==> src/adcsq_pkg.sv <==
/*
  shared constants for the converter sequence control block: register indices,
  field positions, reset values, mode codes and conversion cycle counts.
  assumes one fc cycle per core_clk cycle.
*/
package adcsq_pkg;

  // register indices; byte address is four times the index
  localparam logic [7:0] CTL_ONE_IDX    = 8'h1C;
  localparam logic [7:0] CTL_TWO_IDX    = 8'h1D;
  localparam logic [7:0] RES_LOW_IDX    = 8'h1E;
  localparam logic [7:0] RES_HIGH_IDX   = 8'h1F;

  // control one fields
  localparam int START_BIT      = 7;
  localparam int MODE_HI        = 6;
  localparam int MODE_LO        = 5;
  localparam int IN_DIS_BIT     = 4;
  localparam int CHAN_HI        = 3;
  localparam logic [7:0] CTL_ONE_RESET = 8'h10;

  // control two fields
  localparam int LADDER_BIT     = 5;
  localparam int FIXED_ONE_BIT  = 4;
  localparam int TIME_HI        = 3;
  localparam int TIME_LO        = 1;
  localparam logic [3:0] CTL_TWO_RESET = 4'h0;

  // result low / status fields
  localparam int EOC_BIT        = 5;
  localparam int BUSY_BIT       = 4;

  // operating modes
  localparam logic [1:0] MODE_OFF    = 2'b00;
  localparam logic [1:0] MODE_SINGLE = 2'b01;
  localparam logic [1:0] MODE_REPEAT = 2'b11;

  // channel codes above this are reserved
  localparam logic [3:0] CHAN_LAST   = 4'h7;

  // conversion times in fc cycles
  localparam int CONV_FC_000 = 39;
  localparam int CONV_FC_010 = 78;
  localparam int CONV_FC_011 = 156;
  localparam int CONV_FC_100 = 312;
  localparam int CONV_FC_101 = 624;
  localparam int CONV_FC_110 = 1248;
  localparam int FC_PER_CLK  = 1;
  localparam int CNT_W       = 11;

  // successive approximation timing
  localparam int RES_W       = 10;
  localparam int TRIAL_CYC   = 3;

  typedef enum logic [1:0] {ADCSQ_IDLE, ADCSQ_CONV} adcsq_state_t;

  function automatic logic [CNT_W-1:0] convCycles(input logic [2:0] code);
    case (code)
      3'b000:  convCycles = CNT_W'(CONV_FC_000 * FC_PER_CLK);
      3'b010:  convCycles = CNT_W'(CONV_FC_010 * FC_PER_CLK);
      3'b011:  convCycles = CNT_W'(CONV_FC_011 * FC_PER_CLK);
      3'b100:  convCycles = CNT_W'(CONV_FC_100 * FC_PER_CLK);
      3'b101:  convCycles = CNT_W'(CONV_FC_101 * FC_PER_CLK);
      default: convCycles = CNT_W'(CONV_FC_110 * FC_PER_CLK);
    endcase
  endfunction

endpackage

==> src/adcsq_conv_timer.sv <==
/*
  conversion duration counter: loads the cycle count for the time code on
  start and pulses done when it elapses.
  assumes start and abort come from logic on core_clk.
*/
`timescale 1ns/1ps
`default_nettype none
module adcsq_conv_timer
  import adcsq_pkg::*;
(
  // clock and reset
  input  wire logic       core_clk,
  input  wire logic       rstn,
  // control
  input  wire logic       start,
  input  wire logic       abort,
  input  wire logic [2:0] timeCode,
  // status
  output logic            done
);
  logic [CNT_W-1:0] count_reg;
  logic [CNT_W-1:0] count_next;
  logic             run_reg;
  logic             run_next;

  // done never looks at start: a restart fed back from done cannot form a loop
  always_comb begin
    count_next = count_reg;
    run_next   = run_reg;
    done       = run_reg && (count_reg == '0);
    if (abort) begin
      run_next = 1'b0;
    end else if (start) begin
      count_next = convCycles(timeCode) - CNT_W'(1);
      run_next   = 1'b1;
    end else if (run_reg) begin
      if (done) begin
        run_next = 1'b0;
      end else begin
        count_next = count_reg - CNT_W'(1);
      end
    end
  end

  always_ff @(posedge core_clk or negedge rstn) begin
    if (!rstn) begin
      count_reg <= '0;
      run_reg   <= 1'b0;
    end else begin
      count_reg <= count_next;
      run_reg   <= run_next;
    end
  end
endmodule
`default_nettype wire

==> src/adcsq_sar_engine.sv <==
/*
  successive approximation register: drives the trial code to the ladder dac
  and keeps or drops each bit from the comparator, msb first.
  assumes the comparator output is asynchronous and settles within a trial.
*/
`timescale 1ns/1ps
`default_nettype none
module adcsq_sar_engine
  import adcsq_pkg::*;
(
  // clock and reset
  input  wire logic             core_clk,
  input  wire logic             rstn,
  // control
  input  wire logic             start,
  // analog side
  input  wire logic             compAbove,
  output logic [RES_W-1:0]      dacCode,
  // result
  output logic [RES_W-1:0]      approx
);
  logic             compMeta_reg;
  logic             compSync_reg;
  logic [RES_W-1:0] approx_reg;
  logic [RES_W-1:0] approx_next;
  logic [RES_W-1:0] trial_reg;
  logic [RES_W-1:0] trial_next;
  logic [1:0]       phase_reg;
  logic [1:0]       phase_next;

  assign dacCode = approx_reg | trial_reg;
  assign approx  = approx_reg;

  always_comb begin
    approx_next = approx_reg;
    trial_next  = trial_reg;
    phase_next  = phase_reg;
    if (start) begin
      approx_next = '0;
      trial_next  = {1'b1, {(RES_W-1){1'b0}}};
      phase_next  = '0;
    end else if (trial_reg != '0) begin
      if (phase_reg == 2'(TRIAL_CYC - 1)) begin
        phase_next = '0;
        if (compSync_reg) begin
          approx_next = approx_reg | trial_reg;
        end
        trial_next = trial_reg >> 1;
      end else begin
        phase_next = phase_reg + 2'd1;
      end
    end
  end

  always_ff @(posedge core_clk or negedge rstn) begin
    if (!rstn) begin
      compMeta_reg <= 1'b0;
      compSync_reg <= 1'b0;
      approx_reg   <= '0;
      trial_reg    <= '0;
      phase_reg    <= '0;
    end else begin
      compMeta_reg <= compAbove;
      compSync_reg <= compMeta_reg;
      approx_reg   <= approx_next;
      trial_reg    <= trial_next;
      phase_reg    <= phase_next;
    end
  end
endmodule
`default_nettype wire

==> src/adcsq_control.sv <==
/*
  control and status of a 10-bit successive approximation converter, reached
  over apb: two control registers, two result registers, start, repeat,
  abort on low-power entry and the completion pulse.
  assumes low-power mode levels come from logic on core_clk and the
  comparator output arrives asynchronously from the analog block.
*/
// Implementation choice: the APB slave port.
`timescale 1ns/1ps
`default_nettype none
module adcsq_control
  import adcsq_pkg::*;
(
  // clock and reset
  input  wire logic        core_clk,
  input  wire logic        rstn,
  // apb slave
  input  wire logic        psel,
  input  wire logic        penable,
  input  wire logic        pwrite,
  input  wire logic [11:0] paddr,
  input  wire logic [31:0] pwdata,
  input  wire logic [3:0]  pstrb,
  output logic             pready,
  output logic [31:0]      prdata,
  output logic             pslverr,
  // chip power modes
  input  wire logic        stopMode,
  input  wire logic        slowMode,
  input  wire logic        sleepMode,
  // analog side
  input  wire logic        compAbove,
  output logic [RES_W-1:0] dacCode,
  output logic [2:0]       analogChannel,
  output logic             channelValid,
  output logic             analogInputEnable,
  output logic             ladderConnect,
  output logic             sampleActive,
  // interrupt request
  output logic             conversionCompleteIrq
);
  adcsq_state_t     state_reg;
  adcsq_state_t     state_next;
  logic [7:0]       ctlOne_reg;
  logic [7:0]       ctlOne_next;
  logic [3:0]       ctlTwo_reg;
  logic [3:0]       ctlTwo_next;
  logic [RES_W-1:0] result_reg;
  logic [RES_W-1:0] result_next;
  logic             eoc_reg;
  logic             eoc_next;
  logic             busy_reg;
  logic             busy_next;
  logic             irq_reg;
  logic             irq_next;
  logic [31:0]      rdata_reg;
  logic [31:0]      rdata_next;
  logic             err_reg;
  logic             err_next;

  logic             setupPhase;
  logic             accessDone;
  logic             wrOne;
  logic             wrTwo;
  logic             rdHigh;
  logic             lowPower;
  logic             abortPower;
  logic             beginConv;
  logic             timerDone;
  logic             abortConv;
  logic [1:0]       mode;
  logic [RES_W-1:0] approx;
  logic [7:0]       wrByte;

  function automatic logic hitIdx(input logic [11:0] addr, input logic [7:0] idx);
    hitIdx = (addr[11:2] == {2'b00, idx}) && (addr[1:0] == 2'b00);
  endfunction

  // apb decode
  assign setupPhase = psel && !penable;
  assign accessDone = psel && penable;
  assign wrByte     = pstrb[0] ? pwdata[7:0] : 8'h00;
  assign lowPower   = stopMode || slowMode || sleepMode;
  assign abortPower = stopMode || slowMode;
  assign wrOne      = accessDone && pwrite && pstrb[0] && hitIdx(paddr, CTL_ONE_IDX)
                      && !lowPower;
  assign wrTwo      = accessDone && pwrite && pstrb[0] && hitIdx(paddr, CTL_TWO_IDX)
                      && !lowPower;
  assign rdHigh     = accessDone && !pwrite && hitIdx(paddr, RES_HIGH_IDX);
  assign mode       = ctlOne_reg[MODE_HI:MODE_LO];

  assign pready     = 1'b1;
  assign pslverr    = err_reg && accessDone;
  assign prdata     = rdata_reg;

  // read data and error captured in the setup cycle
  always_comb begin
    rdata_next = rdata_reg;
    err_next   = err_reg;
    if (setupPhase) begin
      err_next   = 1'b0;
      rdata_next = 32'h0000_0000;
      if (hitIdx(paddr, CTL_ONE_IDX)) begin
        rdata_next[7:0] = ctlOne_reg;
      end else if (hitIdx(paddr, CTL_TWO_IDX)) begin
        rdata_next[7:0] = {2'b00, ctlTwo_reg[3], 1'b1, ctlTwo_reg[2:0], 1'b0};
      end else if (hitIdx(paddr, RES_LOW_IDX)) begin
        rdata_next[7:0] = {result_reg[1:0], eoc_reg, busy_reg, 4'h0};
      end else if (hitIdx(paddr, RES_HIGH_IDX)) begin
        rdata_next[7:0] = result_reg[RES_W-1:2];
      end else begin
        err_next = 1'b1;
      end
    end
  end

  // abort when the mode is no longer a converting one, or on stop or slow
  assign abortConv = busy_reg && (abortPower
                     || (mode != MODE_SINGLE && mode != MODE_REPEAT));
  // start bit launches when mode allows and nothing runs
  assign beginConv = !abortPower && !busy_reg && ctlOne_reg[START_BIT]
                     && (mode == MODE_SINGLE || mode == MODE_REPEAT);

  // control registers
  always_comb begin
    ctlOne_next = ctlOne_reg;
    ctlTwo_next = ctlTwo_reg;
    if (lowPower) begin
      ctlOne_next = CTL_ONE_RESET;
      ctlTwo_next = CTL_TWO_RESET;
    end else begin
      if (wrOne) begin
        ctlOne_next = wrByte;
      end else if (beginConv) begin
        ctlOne_next[START_BIT] = 1'b0;
      end
      if (wrTwo) begin
        ctlTwo_next = {wrByte[LADDER_BIT], wrByte[TIME_HI:TIME_LO]};
      end
    end
  end

  // conversion sequencing, result and flags
  always_comb begin
    state_next  = state_reg;
    result_next = result_reg;
    eoc_next    = eoc_reg;
    busy_next   = busy_reg;
    irq_next    = 1'b0;
    if (rdHigh) begin
      eoc_next = 1'b0;
    end
    case (state_reg)
      ADCSQ_IDLE: begin
        if (beginConv) begin
          state_next = ADCSQ_CONV;
          busy_next  = 1'b1;
          eoc_next   = 1'b0;
        end
      end
      ADCSQ_CONV: begin
        if (abortConv) begin
          state_next = ADCSQ_IDLE;
          busy_next  = 1'b0;
        end else if (timerDone) begin
          result_next = approx;
          eoc_next    = 1'b1;
          irq_next    = 1'b1;
          if (mode == MODE_REPEAT) begin
            state_next = ADCSQ_CONV;
          end else begin
            state_next = ADCSQ_IDLE;
            busy_next  = 1'b0;
          end
        end
      end
      default: begin
        state_next = ADCSQ_IDLE;
        busy_next  = 1'b0;
      end
    endcase
    if (abortPower) begin
      result_next = '0;
      eoc_next    = 1'b0;
    end
  end

  always_ff @(posedge core_clk or negedge rstn) begin
    if (!rstn) begin
      state_reg  <= ADCSQ_IDLE;
      ctlOne_reg <= CTL_ONE_RESET;
      ctlTwo_reg <= CTL_TWO_RESET;
      result_reg <= '0;
      eoc_reg    <= 1'b0;
      busy_reg   <= 1'b0;
      irq_reg    <= 1'b0;
      rdata_reg  <= 32'h0000_0000;
      err_reg    <= 1'b0;
    end else begin
      state_reg  <= state_next;
      ctlOne_reg <= ctlOne_next;
      ctlTwo_reg <= ctlTwo_next;
      result_reg <= result_next;
      eoc_reg    <= eoc_next;
      busy_reg   <= busy_next;
      irq_reg    <= irq_next;
      rdata_reg  <= rdata_next;
      err_reg    <= err_next;
    end
  end

  // restart in repeat mode reloads timer and approximation
  logic convStart;
  assign convStart = beginConv || (timerDone && !abortConv && mode == MODE_REPEAT
                     && state_reg == ADCSQ_CONV);

  adcsq_conv_timer u_timer (
    .core_clk (core_clk),
    .rstn     (rstn),
    .start    (convStart),
    .abort    (abortConv),
    .timeCode (ctlTwo_reg[2:0]),
    .done     (timerDone)
  );

  adcsq_sar_engine u_sar (
    .core_clk  (core_clk),
    .rstn      (rstn),
    .start     (convStart),
    .compAbove (compAbove),
    .dacCode   (dacCode),
    .approx    (approx)
  );

  // analog controls
  assign analogChannel         = ctlOne_reg[2:0];
  assign channelValid          = ctlOne_reg[CHAN_HI:0] <= CHAN_LAST;
  assign analogInputEnable     = !ctlOne_reg[IN_DIS_BIT];
  assign ladderConnect         = !abortPower && (ctlTwo_reg[3] || busy_reg);
  assign sampleActive          = busy_reg;
  assign conversionCompleteIrq = irq_reg;

endmodule
`default_nettype wire

==> config.mk <==
export PLATFORM = sky130hd
export DESIGN_NAME = adcsq_control
export DESIGN_NICKNAME = d
export VERILOG_FILES = /design/src/adcsq_pkg.sv /design/src/adcsq_conv_timer.sv /design/src/adcsq_sar_engine.sv /design/src/adcsq_control.sv
export SDC_FILE = /design/constraint.sdc
export NUM_CORES = 1
export LEC_CHECK = 0
export BUFFER_PORTS_ARGS = -buffer_cell sky130_fd_sc_hd__buf_4
export CAP_MARGIN = 10
export CORE_ASPECT_RATIO = 0.9
export CORE_UTILIZATION = 59
export CTS_BUF_LIST = sky130_fd_sc_hd__clkbuf_4 sky130_fd_sc_hd__clkbuf_8
export DETAILED_ROUTE_END_ITERATION = 10
export PLACE_DENSITY_LB_ADDON = 0.25
export SLEW_MARGIN = 20
export SYNTH_ARGS = -nofsm -noshare
export SYNTH_HDL_FRONTEND = slang
export SYNTH_HIERARCHICAL = 1
export SYNTH_SLANG_ARGS = --single-unit
==> constraint.sdc <==
create_clock -name core_clk -period 12.4 [get_ports core_clk]
set_input_delay 2.48 -clock core_clk [delete_from_list [all_inputs] [get_ports core_clk]]
set_output_delay 2.48 -clock core_clk [all_outputs]
set_load 0.02 [all_outputs]
==> After elaboration in Yosys (flattened, before gate mapping) <==
Cells that the tools add are included.
{ "op_classes": {"add_sub_neg": 3, "magnitude_cmp": 1, "n_eq_ne": 19, "muxes": 58, "bitwise_logic": 2, "n_reduce_logical": 58} }
{ "op_table": {"columns": ["cell", "count"], "rows": [
  ["2-to-1 mux 10 bit", 11],
  ["2-to-1 mux 11 bit", 5],
  ["one-hot mux 11 bit (5 select lines)", 1],
  ["2-to-1 mux 8 bit", 6],
  ["== test 10 x 5 -> 1 bit, second input constant", 4],
  ["logical AND 1 bit", 25],
  ["2-to-1 mux 1 bit", 23],
  ["subtractor 11 x 1 -> 11 bit, second input constant", 2],
  ["nonzero test 2 bit", 8],
  ["2-to-1 mux 2 bit", 6],
  ["AND reduction 3 bit", 4],
  ["logical NOT 11 bit", 1],
  ["bitwise OR 10 bit", 1],
  ["nonzero test 10 bit", 1],
  ["2-to-1 mux 4 bit", 2],
  ["logical NOT 1 bit", 7],
  ["2-to-1 mux 7 bit", 1],
  ["== test 3 x 2 -> 1 bit, second input constant", 2],
  ["== test 3 bit, second input constant", 2],
  ["logical OR 1 bit", 6],
  ["inequality test 2 bit, second input constant", 3],
  ["inequality test 3 bit, second input constant", 2],
  ["== test 2 x 1 -> 1 bit, second input constant", 2],
  ["== test 2 bit, second input constant", 2],
  ["10 further kinds", 14]
]} }
{ "word_totals": {"regBits": 72, "in_bits": 57, "out_inout_bits": 52, "word_cells": 158} }

==> Depth between registers and ports, before layout <==
{ "logic_depth": {"ltp_word": 13, "depth_mapped": 16} }

==> Cells and area by module <==
The synthesis kept the hierarchy.
{ "modules_own_cells": {"columns": ["module", "n_inst", "cells_per_inst", "area_per_inst_um2", "seq_area_each_um2"], "rows": [
  ["adcsq_control", 1, 207, 2042.0, 877.1],
  ["adcsq_sar_engine", 1, 102, 1033.5, 600.6],
  ["adcsq_conv_timer", 1, 121, 1013.5, 300.3]
]} }

==> Worst setup path after synthesis <==
OpenSTA, ideal clock, no wires.
{ "synth_timing": {"path_type": "input-to-output", "from": "in slowMode", "to": "out ladderConnect", "t_arrival_ns": 3.294, "required_ns": 9.920, "path_slack_ns": 6.626, "stages": 3, "path_cell_list": "or2_2 > clkbuf_1 > nor2_1"} }
{ "synth_between": {"elab_chain_cells": 3} }
{ "synth_lines": {"columns": ["item", "line", "text"], "rows": [
  ["start: declaration", "adcsq_control.sv:29", "input wire logic slowMode,"],
  ["logical OR 1 bit", "adcsq_control.sv:84", "assign abortPower = stopMode || slowMode;"],
  ["logical NOT 1 bit", "adcsq_control.sv:239", "assign ladderConnect = !abortPower && (ctlTwo_reg[3] || busy_reg);"],
  ["logical AND 1 bit", "adcsq_control.sv:239", null],
  ["end: declaration", "adcsq_control.sv:37", "output logic ladderConnect,"]
]} }
Every way passes these cells.

==> Worst setup path after layout <==
{ "layout_timing": {"from": "in slowMode", "to": "reg u_timer.count_reg[8]"} }
{ "layout_between": {"elab_chain_cells": 10, "word_cells_on_any_way": 17, "cone_classes": "eq/ne: 1; mux: 1; bitwise: 1; reduce/logical: 14"} }
{ "layout_lines": {"columns": ["item", "line", "text"], "rows": [
  ["logical OR 1 bit *", "adcsq_control.sv:84", null],
  ["logical OR 1 bit", "adcsq_control.sv:119", "|| (mode != MODE_SINGLE && mode != MODE_REPEAT));"],
  ["logical AND 1 bit", "adcsq_control.sv:118", "assign abortConv = busy_reg && (abortPower"],
  ["logical NOT 1 bit", "adcsq_control.sv:214", "assign convStart = beginConv || (timerDone && !abortConv && mode == MODE_REPEAT"],
  ["logical AND 1 bit (2 in a row)", "adcsq_control.sv:214", null],
  ["logical AND 1 bit", "adcsq_control.sv:215", "&& state_reg == ADCSQ_CONV);"],
  ["logical OR 1 bit *", "adcsq_control.sv:214", null],
  ["net convStart", "adcsq_control.sv:213", "logic convStart;"],
  ["inequality test 2 x 1 -> 1 bit (no source line) or nonzero test 2 bit (tied branches)", null, null],
  ["AND reduction 3 bit (no source line)", null, null],
  ["end signal: assignment", "adcsq_conv_timer.sv:50", "count_reg <= count_next;"],
  ["end: declaration", "adcsq_conv_timer.sv:21", "logic [CNT_W-1:0] count_reg;"]
]} }
The timed path passes the listed nets; every way through them passes the cells marked *.
A chain may end at the register's enable or synchronous reset.

==> flow_summary.yaml <==
place:
  place_hpwl_um: 6530
  gp_congestion: 0.892
  place_ws_ps: 6070
  io_buffers: 56
  place_inst: 551
timing:
  slew_headroom: 0.360
  period_needed_ps: 6010
  finalSetupTns_ps: 0
  rsz0062_at_grt: "false"
  setup_ws_ps: 6390
  fmax_mhz: 166
  setup_violations: 0
  hold_viol_final: 0
  period_share: 0.485
  slew_violations: 0
  tightest_slew_ps: 960
  clock_skew_ps: 8.29
setup_path:
  r2r_slack_ps: 7690
  cp.required_ps: 12630
  path_max_fanout: 50
  critPathLaunchType: "input pin"
  critPathArrivalTime_ps: 6240
  endpoint_kind: "register"
  crit_type: "in2reg"
power_and_ir_drop:
  p_clk_frac: 0.417
  leakage_nw: 1.99
  seq_power_share: 0.513
  p_per_area_nw_per_um2: 98.9
  ir_worst_vdd_mv: 0.0739
  totalPowerFinal_w: 0.000455
  p_int_w: 0.000343
  netSwitchingFraction: 0.246
  switchingPower_w: 0.000112
  p_comb_frac: 0.070
clocking:
  cts_hold_buf: 0
  cts_made_buffers: 9
  tritoncts: "done"
  cts.path.max_buffers: 2
  ctsRootBufferMaster: "clkbuf_8"
  h-tree-depth: 3
  clk_latency_ps: 350
  cts_setup_buffers: 0
  cts_num_sinks: 71
  cts_resized: 0
  clk_pin_slew_ps: 80
layout:
  regArea_um2: 1780
  nFillCells: 526
  final_core_util: 0.696
  nets: 530
  fin_cells: 567
  largest_reg_flops: 11
  multi_input_area_um2: 2040
  diodes: 0
  syn2layout_area_growth_pct: 12.6
  drive_gt1_frac: 0.239
run_status:
  outcome: "completed"
die:
  ios: 109
  start_util: 0.618
  coreArea_um2: 6620
  fp.dieW_um: 89.8
  rows: 28
  fp.dieH_um: 81.0
  die_area_um2: 7270
route:
  post_drt_via_cell_ratio: 5.93
  vias: 3361
  wl_per_cell_um: 16.4
  drcViolationCount: 0
  ant_nets: 0
  routed_wl_um: 9270
  drtIter0Drc: 249
  first_pass_iters: 5
synth:
  syn_inst: 430
  synth_cell_types: 69
  synth_seq_cells: 71
  async_flop_share: 1.00
  seq_area_frac_synth: 0.435
  ys_warn_count: 6
  syn_avg_cell_area_um2: 9.51
  synth_area_um2: 4090
  synthFlopType: "dfrtp_1"
  synth_edf_count: 0
global_routing:
  antenna_found_initial: 0
  overflow: 0
  grt_pass1_vias: 3122
  grt_max_degree: 72
  grt_pass1_wl_um: 15200
  grt_util_all_layers: 0.269
worst_hold_path:
  hold_class: "reg2reg"
job:
  maxCapViolations: 0
==> per-stage QoR <==
step | cell area (um2) | hold WS [ps]
6_report | 4610 | 365
5_1_grt | 4610 | 386
4_1_cts | 4610 | 365
3_5_place_dp | 4400 | 349
3_3_place_gp | 4400 | 332
2_1_floorplan | 4180 | 331
==> cell usage in the layout, fill, tap and decap left out, types with 2 or more instances in the layout <==
cell type	n
dfrtp_1	70
buf_4	57
nor2_1	54
nand2_1	32
a21oi_1	30
conb_1	25
mux2i_1	23
nor3_1	14
or2_2	12
nand2b_1	11
o21ai_0	10
clkbuf_8	10
inv_1	9
nand4_1	8
and2_1	6
and3_1	6
nor4_2	5
nand3_1	5
nor4_4	4
a22oi_1	4
o31ai_1	4
nand3b_1	4
nor2b_1	4
nor4b_1	4
a211oi_1	4
nor4_1	3
a31oi_1	3
clkinvlp_4	3
a311o_2	3
or3b_2	2
or4_1	2
or3_1	2
mux2_2	2
o2111ai_1	2
o21bai_1	2
o22ai_1	2
o21ai_1	2
a311oi_1	2
==> cells by family after synthesis <==
family | Yosys count | share of synthesized area
XOR/XNOR | 2 | 0.00428
multiplexers | 26 | 0.0673
flip-flops | 71 | 0.435
other | 2 | 0.00184
buffers and inverters | 60 | 0.0878
AO/OA/AOI/OAI | 81 | 0.136
adder cells (fa/ha/maj) | 1 | 0.00306
AND/OR/NAND/NOR | 187 | 0.264
==> worst paths after layout <==
check	start	endpoint	cells after the start
worst max-delay path	slowMode	u_timer/count_reg[8]	13
worst min-delay path	u_sar/compMeta_reg	u_sar/compSync_reg	0
worst max register to register	u_timer/count_reg[4]	u_timer/count_reg[8]	15
worst min register to register	u_sar/compMeta_reg	u_sar/compSync_reg	0
max in group asynchronous	rstn	u_sar/trial_reg[1]	1
min in group asynchronous	rstn	u_timer/count_reg[10]	1
==> per-layer routing <==
metal  up-vias  part of all wire  GRT usage
met5         -                 0          0
met1      1670              0.44      0.356
met4         0             0.014     0.0869
li1       1559                 -          -
met2       118              0.50      0.449
met3        14             0.054     0.0562
==> power groups by stage <==
stage | registers [W] | clock network [W] | logic, W
5_1_grt | 0.000234 | 0.000203 | 0.0000348
6_report | 0.000234 | 0.000190 | 0.0000317
3_5_place_dp | 0.000238 | 0 | 0.0000319
2_1_floorplan | 0.000240 | 0 | 0.0000206
3_3_place_gp | 0.000238 | 0 | 0.0000315
4_1_cts | 0.000234 | 0.000193 | 0.0000319
==> final cells by class <==
| class | instances | share of cell area |
|---|---|---|
| multi-input cells | 322 | 0.443 |
| flip-flops and latches | 71 | 0.386 |
| repair buffers | 57 | 0.0929 |
| clock buffers | 11 | 0.0315 |
| well taps | 90 | 0.0244 |
| clock inverters | 5 | 0.0125 |
| inverters | 11 | 0.0101 |
==> cells in the mapped netlist (all sizes together) (8+ instances only) <==
cell type,count,area [um2]
dfrtp,70,1750
nor2,54,203
mux2i,23,230
clkbuf,10,37.5
nor3,14,70.1
nor4,12,166
o21ai,12,60.1
or2,12,75.1
nand2b,11,68.8
nand4,8,50.1
a21oi,31,159
nand2,32,120
buf,39,275
inv,10,37.5
==> critical path, stage by stage <==
cell and delay [ps]:
buf_4 120, or3b_2 490, a21oi_2 740, a31o_2 260
buf_4 440, inv_2 140, a21o_2 280, inv_1 80
ha_1 270, o221ai_4 210, nor4_1 410, nor3b_1 100
nand3b_1 190
No activity file was read; power rests on OpenSTA's default activity.
